### src/rtl/lcl_pkg.sv
/*
 * Package for the line clock watch and register select block.
 * Assumes a 10 MHz core clock; all timing counts are derived from it.
 */
package lcl_pkg;
	localparam int unsigned CORE_CLK_HZ = 10000000;
	localparam int unsigned CLK_PERIOD_NS = 100;

	// Clock watch timeout, longest time, rounded down
	localparam int unsigned WATCH_TIMEOUT_MS = 500;
	localparam int unsigned WATCH_CYCLES = (WATCH_TIMEOUT_MS * (CORE_CLK_HZ / 1000));
	localparam int unsigned WATCH_W = 23;

	// Receive loss report pulse, 75 ns, at least one cycle
	localparam int unsigned LOSS_PULSE_NS = 75;
	localparam int unsigned LOSS_PULSE_CYCLES =
		(LOSS_PULSE_NS < CLK_PERIOD_NS) ? 1 : (LOSS_PULSE_NS / CLK_PERIOD_NS);

	// Indirect write pulse, 100 ns
	localparam int unsigned WRITE_PULSE_NS = 100;
	localparam int unsigned WRITE_PULSE_CYCLES =
		(WRITE_PULSE_NS + CLK_PERIOD_NS - 1) / CLK_PERIOD_NS;
	localparam int unsigned PULSE_W = 4;

	// Error and pointer register fields
	localparam int unsigned ERR_TX_LOSS_BIT = 0;
	localparam int unsigned ERR_RX_LOSS_BIT = 1;
	localparam int unsigned PTR_LSB = 8;
	localparam int unsigned PTR_MSB = 11;
	localparam int unsigned EXT_WEN_BIT = 12;
	localparam logic [15:0] ERR_PTR_RESET = 16'h0000;

	// Pointer codes decoded locally
	localparam logic [3:0] PTR_PATTERN = 4'h9;
	localparam logic [3:0] PTR_AUX = 4'ha;
endpackage : lcl_pkg

### src/rtl/lcl_clock_watch.sv
/*
 * Retriggerable clock loss watchdog for one line clock.
 * Assumes lineClk is already synchronised to core_clk.
 */
`timescale 1ns/1ps
module lcl_clock_watch #(
	parameter int unsigned TIMEOUT = lcl_pkg::WATCH_CYCLES
) (
	input wire logic core_clk,
	input wire logic resetn,
	input wire logic lineClkSync,
	input wire logic armed,
	output logic expired,
	output logic running
);
	typedef struct packed {
		logic [lcl_pkg::WATCH_W-1:0] count;
		logic lastClk;
		logic seen;
	} lcl_watch_t;

	lcl_watch_t st_ff;
	lcl_watch_t nxt_st;
	logic risingEdge;

	assign risingEdge = lineClkSync & ~st_ff.lastClk;

	always_comb begin
		nxt_st = st_ff;
		nxt_st.lastClk = lineClkSync;
		if (risingEdge) begin
			nxt_st.count = lcl_pkg::WATCH_W'(TIMEOUT);
			nxt_st.seen = 1'b1;
		end else if (st_ff.count != '0) begin
			nxt_st.count = st_ff.count - 1'b1;
		end
		if (st_ff.count == '0 && !risingEdge)
			nxt_st.seen = 1'b0;
	end

	always_ff @(posedge core_clk) begin
		if (!resetn)
			st_ff <= '0;
		else
			st_ff <= nxt_st;
	end

	assign expired = armed & (st_ff.count == '0);
	assign running = st_ff.seen;

	a_edge_reload: assert property (@(posedge core_clk) disable iff (!resetn)
		risingEdge |=> (st_ff.count == lcl_pkg::WATCH_W'(TIMEOUT)))
		else $error("watch not reloaded on line clock edge");
endmodule : lcl_clock_watch

### src/rtl/lcl_line_clock_loss.sv
/*
 * Line clock loss detection, receive fallback control, error/pointer
 * register and indirect register write strobes.
 * Assumes host strobes are core_clk synchronous; line clocks are async.
 */
`timescale 1ns/1ps
module lcl_line_clock_loss #(
	parameter int unsigned WATCH_TIMEOUT = lcl_pkg::WATCH_CYCLES
) (
	input wire logic core_clk,
	input wire logic resetn,
	input wire logic txLineClk,
	input wire logic rxLineClk,
	input wire logic txRun,
	input wire logic rxRun,
	input wire logic testLoop,
	input wire logic rx_transfer_done,
	input wire logic count_address_update_cycle,
	input wire logic outHigh,
	input wire logic outLow,
	input wire logic selErrPtr,
	input wire logic selIndirect,
	input wire logic [15:0] writeData,
	output logic [15:0] errPtrRead,
	output logic txErr,
	output logic rxErr,
	output logic rx_fallback_shift_flag,
	output logic load_pointer_byte,
	output logic load_error_byte,
	output logic load_aux_control,
	output logic load_pattern_register,
	output logic load_count_address_memory,
	output logic load_extension_bits,
	output logic indirect_load_export
);
	typedef struct packed {
		logic [1:0] txSync;
		logic [1:0] rxSync;
		logic [15:0] errPtr;
		logic fallback;
		logic [lcl_pkg::PULSE_W-1:0] lossCnt;
		logic [lcl_pkg::PULSE_W-1:0] wrCnt;
		logic lastCycle;
		logic armPending;
		logic extHold;
		logic lastTxRun;
		logic txErr;
		logic rxErr;
		logic lastTxLoss;
		logic lastRxExp;
	} lcl_state_t;

	lcl_state_t st_ff;
	lcl_state_t nxt_st;

	logic txExpired;
	logic txRunning;
	logic rxExpired;
	logic rxRunning;
	logic txArmed;
	logic rxArmed;
	logic txLoss;
	logic rxLossPulse;
	logic writePulse;
	logic decodeEnable;
	logic [3:0] pointer;

	assign pointer = st_ff.errPtr[lcl_pkg::PTR_MSB:lcl_pkg::PTR_LSB];
	assign txArmed = txRun & ~testLoop;
	assign rxArmed = rxRun & ~testLoop;

	lcl_clock_watch #(
		.TIMEOUT(WATCH_TIMEOUT)
	) u_tx_clock_watch_timer (
		.core_clk(core_clk),
		.resetn(resetn),
		.lineClkSync(st_ff.txSync[1]),
		.armed(txArmed),
		.expired(txExpired),
		.running(txRunning)
	);

	lcl_clock_watch #(
		.TIMEOUT(WATCH_TIMEOUT)
	) u_rx_clock_watch_timer (
		.core_clk(core_clk),
		.resetn(resetn),
		.lineClkSync(st_ff.rxSync[1]),
		.armed(rxArmed),
		.expired(rxExpired),
		.running(rxRunning)
	);

	assign txLoss = txExpired | (txArmed & ~st_ff.lastTxRun & ~txRunning);
	assign rxLossPulse = (st_ff.lossCnt != '0) & rxRun;
	assign writePulse = st_ff.wrCnt != '0;
	// Decoder enabled by pointer bit 11
	assign decodeEnable = writePulse & pointer[3];

	always_comb begin
		nxt_st = st_ff;
		nxt_st.txSync = {st_ff.txSync[0], txLineClk};
		nxt_st.rxSync = {st_ff.rxSync[0], rxLineClk};
		nxt_st.lastTxRun = txArmed;
		nxt_st.lastCycle = count_address_update_cycle;
		nxt_st.lastTxLoss = txLoss;
		nxt_st.lastRxExp = rxExpired;

		if (selErrPtr && outLow)
			nxt_st.errPtr[7:0] = writeData[7:0];
		if (selErrPtr && outHigh)
			nxt_st.errPtr[15:8] = writeData[15:8];

		// Arm on select write, fire on cycle rise
		if (selIndirect && outLow)
			nxt_st.armPending = 1'b1;
		if (st_ff.armPending && count_address_update_cycle && !st_ff.lastCycle) begin
			nxt_st.armPending = 1'b0;
			nxt_st.wrCnt = lcl_pkg::PULSE_W'(lcl_pkg::WRITE_PULSE_CYCLES);
		end else if (writePulse) begin
			nxt_st.wrCnt = st_ff.wrCnt - 1'b1;
		end

		if (writePulse)
			nxt_st.errPtr[lcl_pkg::EXT_WEN_BIT] = 1'b0;
		if (selErrPtr && outHigh)
			nxt_st.errPtr[lcl_pkg::EXT_WEN_BIT] = writeData[lcl_pkg::EXT_WEN_BIT];

		// Hold flag ends at pulse trailing edge
		if (writePulse && st_ff.wrCnt == lcl_pkg::PULSE_W'(1))
			nxt_st.extHold = 1'b0;
		else if (st_ff.errPtr[lcl_pkg::EXT_WEN_BIT])
			nxt_st.extHold = 1'b1;

		// Expiry edge sets fallback, so done is not undone
		if (rxExpired && rxArmed && !st_ff.lastRxExp)
			nxt_st.fallback = 1'b1;
		if (rx_transfer_done)
			nxt_st.fallback = 1'b0;

		if (st_ff.fallback && !nxt_st.fallback)
			nxt_st.lossCnt = lcl_pkg::PULSE_W'(lcl_pkg::LOSS_PULSE_CYCLES);
		else if (st_ff.lossCnt != '0)
			nxt_st.lossCnt = st_ff.lossCnt - 1'b1;

		// Tx loss sets bit 0, set beats clear
		nxt_st.txErr = txLoss & ~st_ff.lastTxLoss;
		if (txLoss)
			nxt_st.errPtr[lcl_pkg::ERR_TX_LOSS_BIT] = 1'b1;
		nxt_st.rxErr = rxLossPulse;
		if (rxLossPulse)
			nxt_st.errPtr[lcl_pkg::ERR_RX_LOSS_BIT] = 1'b1;
	end

	always_ff @(posedge core_clk) begin
		if (!resetn) begin
			st_ff <= '0;
			st_ff.errPtr <= lcl_pkg::ERR_PTR_RESET;
		end else begin
			st_ff <= nxt_st;
		end
	end

	assign errPtrRead = st_ff.errPtr;
	assign txErr = st_ff.txErr;
	assign rxErr = st_ff.rxErr;
	assign rx_fallback_shift_flag = st_ff.fallback;
	assign load_pointer_byte = selErrPtr & outHigh;
	assign load_error_byte = selErrPtr & outLow;
	assign load_pattern_register = decodeEnable & (pointer == lcl_pkg::PTR_PATTERN);
	assign load_aux_control = decodeEnable & (pointer == lcl_pkg::PTR_AUX);
	assign indirect_load_export = decodeEnable;
	// Count/address write when bit 11 clear
	assign load_count_address_memory = writePulse & ~pointer[3];
	assign load_extension_bits = load_count_address_memory &
		(st_ff.extHold | st_ff.errPtr[lcl_pkg::EXT_WEN_BIT]);

	a_tx_loss_flag: assert property (@(posedge core_clk) disable iff (!resetn)
		(txLoss && !st_ff.lastTxLoss) |=> (st_ff.errPtr[0] && txErr))
		else $error("tx loss did not set bit 0");

	a_tx_err_single: assert property (@(posedge core_clk) disable iff (!resetn)
		txErr |=> !txErr)
		else $error("tx error pulse longer than one cycle");

	a_tx_err_bit: assert property (@(posedge core_clk) disable iff (!resetn)
		txErr |-> errPtrRead[lcl_pkg::ERR_TX_LOSS_BIT])
		else $error("tx error without loss bit");

	a_tx_timeout: assert property (@(posedge core_clk) disable iff (!resetn)
		txExpired |=> errPtrRead[0])
		else $error("tx timeout did not set bit 0");

	a_tx_run_dead: assert property (@(posedge core_clk) disable iff (!resetn)
		(txArmed && !st_ff.lastTxRun && !txRunning) |=> errPtrRead[0])
		else $error("tx run without clock not flagged");

	a_test_mode_quiet: assert property (@(posedge core_clk) disable iff (!resetn)
		testLoop |-> (!txLoss && !(rxExpired && rxArmed)))
		else $error("detector active in test mode");

	a_tx_test_quiet: assert property (@(posedge core_clk) disable iff (!resetn)
		$past(testLoop) |-> !txErr)
		else $error("tx error raised in test mode");

	a_rx_test_quiet: assert property (@(posedge core_clk) disable iff (!resetn)
		(testLoop && !rx_fallback_shift_flag) |=> !rx_fallback_shift_flag)
		else $error("fallback set in test mode");

	a_fallback_set: assert property (@(posedge core_clk) disable iff (!resetn)
		(rxExpired && rxArmed && !st_ff.lastRxExp && !rx_transfer_done)
		|=> rx_fallback_shift_flag)
		else $error("fallback not set on rx timeout");

	a_fallback_clear: assert property (@(posedge core_clk) disable iff (!resetn)
		rx_transfer_done |=> !rx_fallback_shift_flag)
		else $error("fallback not cleared by done");

	a_rx_loss_report: assert property (@(posedge core_clk) disable iff (!resetn)
		($fell(rx_fallback_shift_flag) && rxRun) |=> (rxErr && errPtrRead[1]))
		else $error("rx loss not reported");

	a_rx_err_gated: assert property (@(posedge core_clk) disable iff (!resetn)
		rxErr |-> $past(rxRun))
		else $error("rx loss reported without rx run");

	a_rx_err_single: assert property (@(posedge core_clk) disable iff (!resetn)
		rxErr |=> !rxErr)
		else $error("rx error pulse longer than one cycle");

	a_err_bytes: assert property (@(posedge core_clk) disable iff (!resetn)
		(selErrPtr && outHigh && outLow) |-> (load_pointer_byte && load_error_byte))
		else $error("word write missing a byte load");

	a_ptr_load: assert property (@(posedge core_clk) disable iff (!resetn)
		(selErrPtr && outHigh) |=> (errPtrRead[11:8] == $past(writeData[11:8])))
		else $error("pointer not loaded by high byte");

	a_low_load: assert property (@(posedge core_clk) disable iff (!resetn)
		(selErrPtr && outLow) |=> (errPtrRead[7:2] == $past(writeData[7:2])))
		else $error("low byte not loaded");

	a_ptr_stable: assert property (@(posedge core_clk) disable iff (!resetn)
		!(selErrPtr && outHigh) |=> $stable(errPtrRead[11:8]))
		else $error("pointer changed without a write");

	a_decode_only: assert property (@(posedge core_clk) disable iff (!resetn)
		(load_aux_control || load_pattern_register) |-> (pointer[3] && writePulse))
		else $error("decode strobe without enable");

	a_aux_decode: assert property (@(posedge core_clk) disable iff (!resetn)
		(writePulse && errPtrRead[11:8] == lcl_pkg::PTR_AUX)
		|-> (load_aux_control && !load_pattern_register))
		else $error("aux control strobe missing");

	a_pattern_decode: assert property (@(posedge core_clk) disable iff (!resetn)
		(writePulse && errPtrRead[11:8] == lcl_pkg::PTR_PATTERN)
		|-> (load_pattern_register && !load_aux_control))
		else $error("pattern register strobe missing");

	a_export_enable: assert property (@(posedge core_clk) disable iff (!resetn)
		indirect_load_export |-> (writePulse && errPtrRead[11]))
		else $error("export strobe without enable");

	a_ca_strobe: assert property (@(posedge core_clk) disable iff (!resetn)
		(writePulse && !errPtrRead[11]) |-> (load_count_address_memory && !indirect_load_export))
		else $error("count/address strobe missing");

	a_pulse_width: assert property (@(posedge core_clk) disable iff (!resetn)
		$rose(writePulse) |-> writePulse ##1 !writePulse)
		else $error("indirect write pulse not one cycle");

	a_pulse_fire: assert property (@(posedge core_clk) disable iff (!resetn)
		(st_ff.armPending && count_address_update_cycle && !st_ff.lastCycle) |=> writePulse)
		else $error("armed write did not fire");

	a_no_fire: assert property (@(posedge core_clk) disable iff (!resetn)
		(!st_ff.armPending && !writePulse) |=> !writePulse)
		else $error("write pulse without arming");

	a_ext_single: assert property (@(posedge core_clk) disable iff (!resetn)
		(writePulse && !(selErrPtr && outHigh)) |=> !errPtrRead[12])
		else $error("extension enable not cleared");

	a_ext_strobe: assert property (@(posedge core_clk) disable iff (!resetn)
		(errPtrRead[12] && !pointer[3] && writePulse) |-> load_extension_bits)
		else $error("extension strobe missing");

	a_ext_hold_end: assert property (@(posedge core_clk) disable iff (!resetn)
		($fell(writePulse) && !errPtrRead[12]) |-> !st_ff.extHold)
		else $error("extension hold outlived the write pulse");
endmodule : lcl_line_clock_loss

### config.mk
export PLATFORM = sky130hd
export DESIGN_NAME = lcl_line_clock_loss
export DESIGN_NICKNAME = d
export VERILOG_FILES = /design/src/rtl/lcl_pkg.sv /design/src/rtl/lcl_clock_watch.sv /design/src/rtl/lcl_line_clock_loss.sv
export SDC_FILE = /design/constraint.sdc
export NUM_CORES = 1
export LEC_CHECK = 0
export ABC_AREA = 1
export BUFFER_PORTS_ARGS = -buffer_cell sky130_fd_sc_hd__buf_4
export CORE_ASPECT_RATIO = 0.75
export CORE_MARGIN = 10
export CORE_UTILIZATION = 52
export CTS_CLUSTER_SIZE = 24
export DETAILED_ROUTE_END_ITERATION = 6
export PLACE_DENSITY = 0.82
export SLEW_MARGIN = 10
export SYNTH_ARGS = -nofsm -noshare
export SYNTH_HDL_FRONTEND = slang
export SYNTH_SLANG_ARGS = --single-unit
export TNS_END_PERCENT = 50
### constraint.sdc
create_clock -name core_clk -period 1.4 [get_ports core_clk]
set_input_delay 0.07 -clock core_clk [delete_from_list [all_inputs] [get_ports core_clk]]
set_output_delay 0.07 -clock core_clk [all_outputs]
set_load 0.005 [all_outputs]
# [After elaboration in Yosys (flattened, before gate mapping)]
# Index checks and enable logic that the tools add are counted.
[classes] eq_ne=3 mux=15 addsub=4 bitwise=27 n_reduce_logical=33
[ops] operator="$mux W23" count=4
[ops] operator="$logic_not A23 Y1" count=2
[ops] operator="$reduce_bool A23 Y1" count=2
[ops] operator="$sub A23 B1 Y23 const B" count=2
[ops] operator="$and A1 B1 Y1" count=17
[ops] operator="$reduce_bool A2 Y1" count=7
[ops] operator="$reduce_or A2 Y1" count=6
[ops] operator="$logic_and A1 B1 Y1" count=10
[ops] operator="$mux W1" count=10
[ops] operator="$eq A4 B4 Y1 const B" count=2
[ops] operator="$not A1 Y1" count=8
[ops] operator="$reduce_bool A4 Y1" count=2
[ops] operator="$sub A4 B1 Y4 const B" count=2
[ops] operator="$eq A4 B1 Y1 const B" count=1
[ops] operator="$logic_not A1 Y1" count=4
[ops] operator="$mux W2" count=1
[ops] operator="$or A1 B1 Y1" count=2
[word_totals] out_inout_bits=26 regBits=86 input_bits=29 word_cells=109

# [Logic depth before layout (Yosys ltp)]
# Gate-level depths: netlist of the first run.
[logic_depth] depth_word=10 ltp_mapped=10 ltp_nobuf=10

# [Modules after synthesis]
# A second synthesis of the first run with hierarchy kept.
[hier_totals] cells_unflattened=646 area_unflattened_um2=4697.0
[modules_own_cells] module="lcl_clock_watch" area_per_inst_um2=1539.0 seq_area_each_um2=500.5 n_inst=2 cells_each=219
[modules_own_cells] module="lcl_line_clock_loss" area_per_inst_um2=1619.1 seq_area_each_um2=740.7 n_inst=1 cells_each=208

# [Worst setup path before layout of the first run]
# No wires, ideal clock.
[synth_timing] path_kind="register to register" start="register u_tx_clock_watch_timer.st_ff[2] (netlist bit)" end="register u_tx_clock_watch_timer.st_ff[8] (netlist bit)" stages_incl_launch_ff=8 synth_period_minus_slack_ns=1.418 t_arrival_ns=1.285 setup_slack_ns=-0.018 n_path_buf=0 setup_time_ns=0.132 required_ns=1.268 path_cell_list="dfxtp_1 -> inv_1 -> ha_1 -> nand2_2 -> nor2_2 -> or2_2 -> nand3_1 -> a21oi_1"
[synth_via] elab_chain_cells=3 elab_cells_between_ends=5 cone_classes="add/sub (1); mux (2); reduce/logical (2)"
[synth_lines] element="start: declaration" line="lcl_clock_watch.sv:22" text="lcl_watch_t st_ff;"
[synth_lines] element="start signal: assignment" line="lcl_clock_watch.sv:45" text="st_ff <= nxt_st;"
[synth_lines] element="$sub A23 B1 Y23" line="lcl_clock_watch.sv:35" text="nxt_st.count = st_ff.count - 1'b1;"
[synth_lines] element="$mux W23" line="lcl_clock_watch.sv:34" text="end else if (st_ff.count != '0) begin"
[synth_lines] element="$mux W23" line="lcl_clock_watch.sv:31" text="if (risingEdge) begin"
# Parallel ways exist; a longest one is shown, timed or not. The select of a mux whose other input is x is not followed.
# A chain may end at the register's enable or synchronous reset.

# [Final worst setup path of the first run]
[layout_timing] start="register u_rx_clock_watch_timer.st_ff[9] (netlist bit)" end="register u_rx_clock_watch_timer.st_ff[16] (netlist bit)"
[layout_via] elab_chain_cells=3 elab_cells_between_ends=5 cone_classes="add/sub (1); mux (2); reduce/logical (2)"
[layout_lines] element="start: declaration" line="lcl_clock_watch.sv:22"
[layout_lines] element="start signal: assignment" line="lcl_clock_watch.sv:45"
[layout_lines] element="$sub A23 B1 Y23" line="lcl_clock_watch.sv:35"
[layout_lines] element="$mux W23" line="lcl_clock_watch.sv:34"
[layout_lines] element="$mux W23" line="lcl_clock_watch.sv:31"
# Parallel ways exist; a longest one is shown, timed or not. The select of a mux whose other input is x is not followed.

==> impl_metrics.ini, run 1 <==
[outcome]
status = finished, violations left
violations = negative setup slack

[setup_path]
r2r_cells = 7
endpoint_kind = flip-flop
cp-start-kind = flip-flop
r2r_start = u_rx_clock_watch_timer.st_ff[9]
slowest_delay_ps = 380
crit_type = flip-flop to flip-flop
crit_chain = nor2_4, nand2_4, nor3_4, buf_6, nand3_4, nand3_2, a21oi_2
cpLargestDelayFamily = simple AND/OR/NAND/NOR gates
path_max_fanout = 5
r2r_slack_ps = -110
r2r-end = u_rx_clock_watch_timer.st_ff[16]
slowest_stage = dfxtp_1
critPathArrivalTime_ps = 1750
worstPathRequired_ps = 1650
worst-path-buf-inv = 1

[floorplanning]
start_util_pct = 54.03
die_w_um = 125.0
pin_count = 55
die_area_um2 = 12340
die_h_um = 98.72
core_area_um2 = 7953
row_count = 28

[synth]
synth.net_count = 644
syn_area_per_cell_um2 = 7.078
synth_ff_type = dfxtp_1
ys_ff_latch = 86
synth_edf_count = 0
yosysSeqAreaShare_pct = 40.07
netlist_area_um2 = 4297
syn_inst = 607
synthDistinctLibCells = 35
ys_warn_count = 0
synthArstFlopShare_pct = 0

[global_routing]
grt_pass1_wl_um = 19830
grt_max_degree = 22
grt_overflow = 0
first_global_vias = 4277
antenna_found_initial = 0
track_usage_pct = 18.86

[power_and_ir_drop]
power_density_nw_per_um2 = 2690
ir_worst_vdd_mv = 1.274
power_mw = 15.36
power.leakage_nw = 2.644

[layout]
area_growth_syn_to_layout_pct = 32.94
nets = 742
diodes = 0
layout-drive-gt1-share_pct = 30.85
multi_input_area_um2 = 2512
post-route-util_pct = 71.82
regArea_um2 = 1748
mostFrequentLayoutCell = nand2_1
layout_common_cells = nand2_1 (107), nor2_1 (101), buf_4 (84), dfxtp_1 (71), inv_1 (46)
fill_cells = 496
design_area_um2 = 5712

[hold_path]
min_to = errPtrRead[3]
hp-start = writeData[3]
hold_class = input pin to flip-flop
min_path_cells = 3

[sta]
fin_crit_ps = 1506
fin_ws_ps = -106.3
fmax_ghz = 0.6639
max_slew_margin_pct = 64.36
timing.final.crit_share_pct = 107.6
rsz0062_at_grt = yes
slew_viol_final = 0
fin_worst_skew_ps = 10.74
setup_viol_count_final = 22
hold_ws_ps = 30.98
tightest_slew_ps = 534.0
hold_viol_final = 0

[clock_tree]
cts_sinks = 86
cts.path.max_buffers = 2
cts.clk_slew.worst_paths_ps = 90
htree_levels = 3
clock_latency_ps = 360
cts_tree = yes
numCtsBuffers = 9
cts-root-buf = clkbuf_8

[placement]
place_hpwl_um = 7752
io_buffers = 54
place.gp.congestion = 0.9502
place_area_um2 = 4818

[routing]
via_count = 4351
wl_per_cell_um = 15.37
drt-total-wl_um = 12520
drt_iter0_drc = 276
drc = 0
viasPerCell = 5.339
antenna_left = 0
dr.pass1.iters = 5

[run]
max-cap-violations = 0
how the worst max path moves through the flow:
stage,cells after the start,endpoint,start,slack [ps]
final,7,u_rx_clock_watch_timer.st_ff[16],u_rx_clock_watch_timer.st_ff[9],-110
after global routing,7,u_rx_clock_watch_timer.st_ff[16],u_rx_clock_watch_timer.st_ff[7],-160
after CTS,6,load_aux_control,st_ff[9],-110
after detailed placement,7,u_rx_clock_watch_timer.st_ff[13],u_rx_clock_watch_timer.st_ff[2],-70
after global placement,9,u_rx_clock_watch_timer.st_ff[3],u_rx_clock_watch_timer.st_ff[2],-10
after floorplan,8,u_rx_clock_watch_timer.st_ff[12],u_rx_clock_watch_timer.st_ff[2],10
cells in the mapped netlist, types with 8 or more instances:
cell / count / area share (%)
nor2_1: 123 / 11
ha_1: 8 / 2.3
inv_1: 57 / 5.0
a21oi_1: 32 / 3.7
nand2_1: 117 / 10
o21ai_0: 23 / 2.7
buf_4: 16 / 2.8
xnor2_1: 13 / 2.6
dfxtp_1: 86 / 40
nand3_1: 43 / 5.0
xor2_1: 9 / 1.8
nand4_1: 8 / 1.2
nor2_2: 18 / 2.6
area by class of cell:
class	count	area share (%)
inverter	60	4.074
sequential	86	30.60
clock buffer	10	2.234
clock inverter	6	0.8105
timing repair buffer	111	15.99
tap	105	2.300
multi-input combinational	437	43.99
registers in the layout, summed over array words and instances, names as in the netlist:
register	flops
u_rx_clock_watch_timer.st_ff	24
rxErr	1
u_tx_clock_watch_timer.running	1
rx_fallback_shift_flag	1
u_tx_clock_watch_timer.st_ff	24
nxt_st	2
txErr	1
st_ff	16
errPtrRead	16
tightest hold or removal path, stage by stage:
cell     delay [ps]
buf_4            70
o21ai_0         110
nor2_1          110
timing repair:
item,4_1_cts,5_1_grt
endpoints found under the setup margin,41,55
gates resized for setup,38,75
gates cloned,2,0
hold buffers,24,0
setup buffers,9,3
endpoints found under the hold margin,28,0
pin swaps,8,21
per-layer routing:
layer	global-route usage [%]	wire (µm)
met1	22.22	5136
met3	6.906	1338
met2	30.50	5739
met4	7.774	310
met5	0	0
metrics by stage:
stage	TNS, ps	instances	worst slack, ps
detailed placement	-1252	761	-71.49
global placement	-22.98	761	-12.06
CTS	-185.6	812	-112.6
floorplan	0	607	12.34
finish	-1218	815	-106.3
global route	-2804	815	-157.2
kinds of logic after synthesis:
| kind of cell | after synthesis | share of synthesized area (%) |
|---|---|---|
| AOI/OAI and AO/OA | 65 | 8.153 |
| buffers and inverters | 86 | 9.319 |
| xor gates and xnor gates | 22 | 4.485 |
| and+or+nand+nor | 340 | 35.64 |
| adders and majority gates | 8 | 2.330 |
| DFF | 86 | 40.07 |
power breakdown:
part           total (mW)  leakage (nW)  switching (mW)  internal, mW
sequential           4.08         0.713           0.813          3.27
clock                1.61        0.0833           0.951         0.658
combinational        9.67          1.85            5.90          3.77
Note: power is estimated with default switching activity, not from simulation.
==> run 2, diff against run 1 <==
--- a/config.mk
+++ b/config.mk
@@ -7,11 +7,11 @@
 export LEC_CHECK = 0
 export ABC_AREA = 1
 export BUFFER_PORTS_ARGS = -buffer_cell sky130_fd_sc_hd__buf_4
-export CORE_ASPECT_RATIO = 0.75
 export CORE_MARGIN = 10
 export CORE_UTILIZATION = 52
 export CTS_CLUSTER_SIZE = 24
 export DETAILED_ROUTE_END_ITERATION = 6
+export GPL_TIMING_DRIVEN = 0
 export PLACE_DENSITY = 0.82
 export SLEW_MARGIN = 10
 export SYNTH_ARGS = -nofsm -noshare
==> run 2 against run 1 <==
Net effect:
- the flow still finishes with violations (negative setup slack)
- via count increased by 4.0%
- critical path depth decreased by 1
- non-clock buffer count increased by 8
- final cell count increased by 0.98%
- routed wire length increased by 2.6%
- core utilization decreased by 0.54 points
- worst hold slack got worse by 10 ps
- clock power increased by 6%
- largest cell class unchanged
- largest power group unchanged
==> impl_metrics.ini, run 2 (synthesized netlist as in run 1, its figures left out) <==
[outcome]
status = finished, violations left
violations = negative setup slack

[hold_path]
min_path_cells = 3
hold_class = input pin to flip-flop

[sta]
hold_viol_final = 0
rsz0062_at_grt = yes
fin_ws_ps = -56.22
tightest_slew_ps = 575.0
fin_worst_skew_ps = 15.86
fmax_ghz = 0.6867
hold_ws_ps = 20.74
timing.final.crit_share_pct = 104.0
slew_viol_final = 0
setup_viol_count_final = 16
max_slew_margin_pct = 61.66
fin_crit_ps = 1456

[setup_path]
r2r_start = u_rx_clock_watch_timer.st_ff[3]
cp-start-kind = flip-flop
r2r_slack_ps = -30
endpoint_kind = output port
r2r_cells = 8
crit_type = flip-flop to output port
cp-startpoint = st_ff[8]
worstPathRequired_ps = 1330
critPathArrivalTime_ps = 1390
cp-endpoint = load_extension_bits
path_max_fanout = 6
r2r-end = u_rx_clock_watch_timer.st_ff[18]

[floorplanning]
pin_count = 55
die_area_um2 = 12300
core_area_um2 = 8134
die_h_um = 110.9
start_util_pct = 52.82
row_count = 33
die_w_um = 110.9

[clock_tree]
clock_latency_ps = 370
cts.clk_slew.worst_paths_ps = 100
htree_levels = 3
cts.path.max_buffers = 2
numCtsBuffers = 9
cts_sinks = 86
cts_tree = yes
cts-root-buf = clkbuf_8

[global_routing]
track_usage_pct = 18.66
grt_util_met1_pct = 19.59
grt_overflow = 0
grt.met2_usage_pct = 33.84
antenna_found_initial = 0
use_met3_pct = 4.600
grt_max_degree = 18
grt-busiest-layer = met2
grt_pass1_wl_um = 19780
first_global_vias = 4432

[power_and_ir_drop]
power.leakage_nw = 2.690
ir_worst_vdd_mv = 1.393
power_density_nw_per_um2 = 2684

[placement]
place_area_um2 = 4836
place.gp.congestion = 0.8907
io_buffers = 54
place_hpwl_um = 7766

[layout]
diodes = 0
area_growth_syn_to_layout_pct = 34.94
reg_top3 = u_rx_clock_watch_timer.st_ff x24, u_tx_clock_watch_timer.st_ff x24
layout_common_cells = nor2_1 (103), nand2_1 (97), buf_4 (82), dfxtp_1 (70), inv_1 (47)
design_area_um2 = 5798
layout-drive-gt1-share_pct = 31.62
nets = 750
mostFrequentLayoutCell = nor2_1

[routing]
wl_per_cell_um = 15.61
drt-total-wl_um = 12850
dr.pass1.iters = 5
drc = 0
drt_iter0_drc = 322
antenna_left = 0
viasPerCell = 5.499
via_count = 4526

[run]
max-cap-violations = 0
-- run 2: cell types whose count changed in the layout (fill, tap and decap cells not counted), moves of 3 or more --
cell and change:
nand2_1 -10, nand2_2 +7, a21oi_1 +4, a21oi_2 -4
buf_6 +4, clkbuf_1 +4, inv_2 -3, nand2_4 +3
nand3_1 +3, nand3_2 -3
-- run 2: per-layer routing --
layer,vias up,wire [µm]
li1,2134,-
met1,2110,4900
met2,226,6493
met3,56,1003
met4,0,452
met5,-,0
-- run 2: where the power goes --
part	total, mW	switching (mW)	internal, mW	leakage [nW]
Sequential	4.13	0.866	3.26	0.714
Combinational	9.73	6.01	3.72	1.88
Clock	1.71	1.02	0.688	0.0907
-- run 2: how the worst min path moves through the flow --
stage	start	end	slack (ps)
4_1_cts	rxRun	rxErr	20
3_5_place_dp	rx_transfer_done	rx_fallback_shift_flag	250
3_3_place_gp	rx_transfer_done	rx_fallback_shift_flag	240
5_1_grt	rxRun	st_ff[0]	50
2_1_floorplan	rx_transfer_done	rx_fallback_shift_flag	140
6_report	rxRun	rxErr	20
-- run 2: metrics by stage --
step                setup slack (ps)  cells  TNS (ps)  total power [mW]  util (%)
detailed placement            -221.4    766     -6294             11.07     59.45
finish                        -56.22    823    -423.2             15.56     71.28
global route                  -136.5    823     -2824             16.62     71.28
CTS                           -99.61    817    -205.3             13.67     67.48
floorplan                      12.34    607         0             9.578         -
global placement              -188.2    766     -4668             10.81     59.45
-- run 2: timing repair --
action | 4_1_cts | 5_1_grt
gates cloned | 4 | 0
endpoints found under the setup margin | 57 | 55
pin swaps | 7 | 21
setup buffers | 8 | 6
hold endpoints to repair | 22 | 0
gates resized for setup | 43 | 85
hold buffers | 23 | 0
-- run 2: worst max-delay path, stage by stage (launching register included) --
cell and delay [ps]:
dfxtp_2 360, inv_2 50, ha_4 170, nand2_4 70
inv_1 110, nor3_2 130, buf_4 130
-- run 2: final cells by class --
cell class	count	area [µm²]
Fill cell	502	2336
Clock buffer	9	123.9
Inverter	60	240.2
Buffer	26	176.4
Multi-Input combinational cell	437	2545
Tap cell	105	131.4
Timing Repair Buffer	93	770.7
Clock inverter	7	63.81
Sequential cell	86	1747
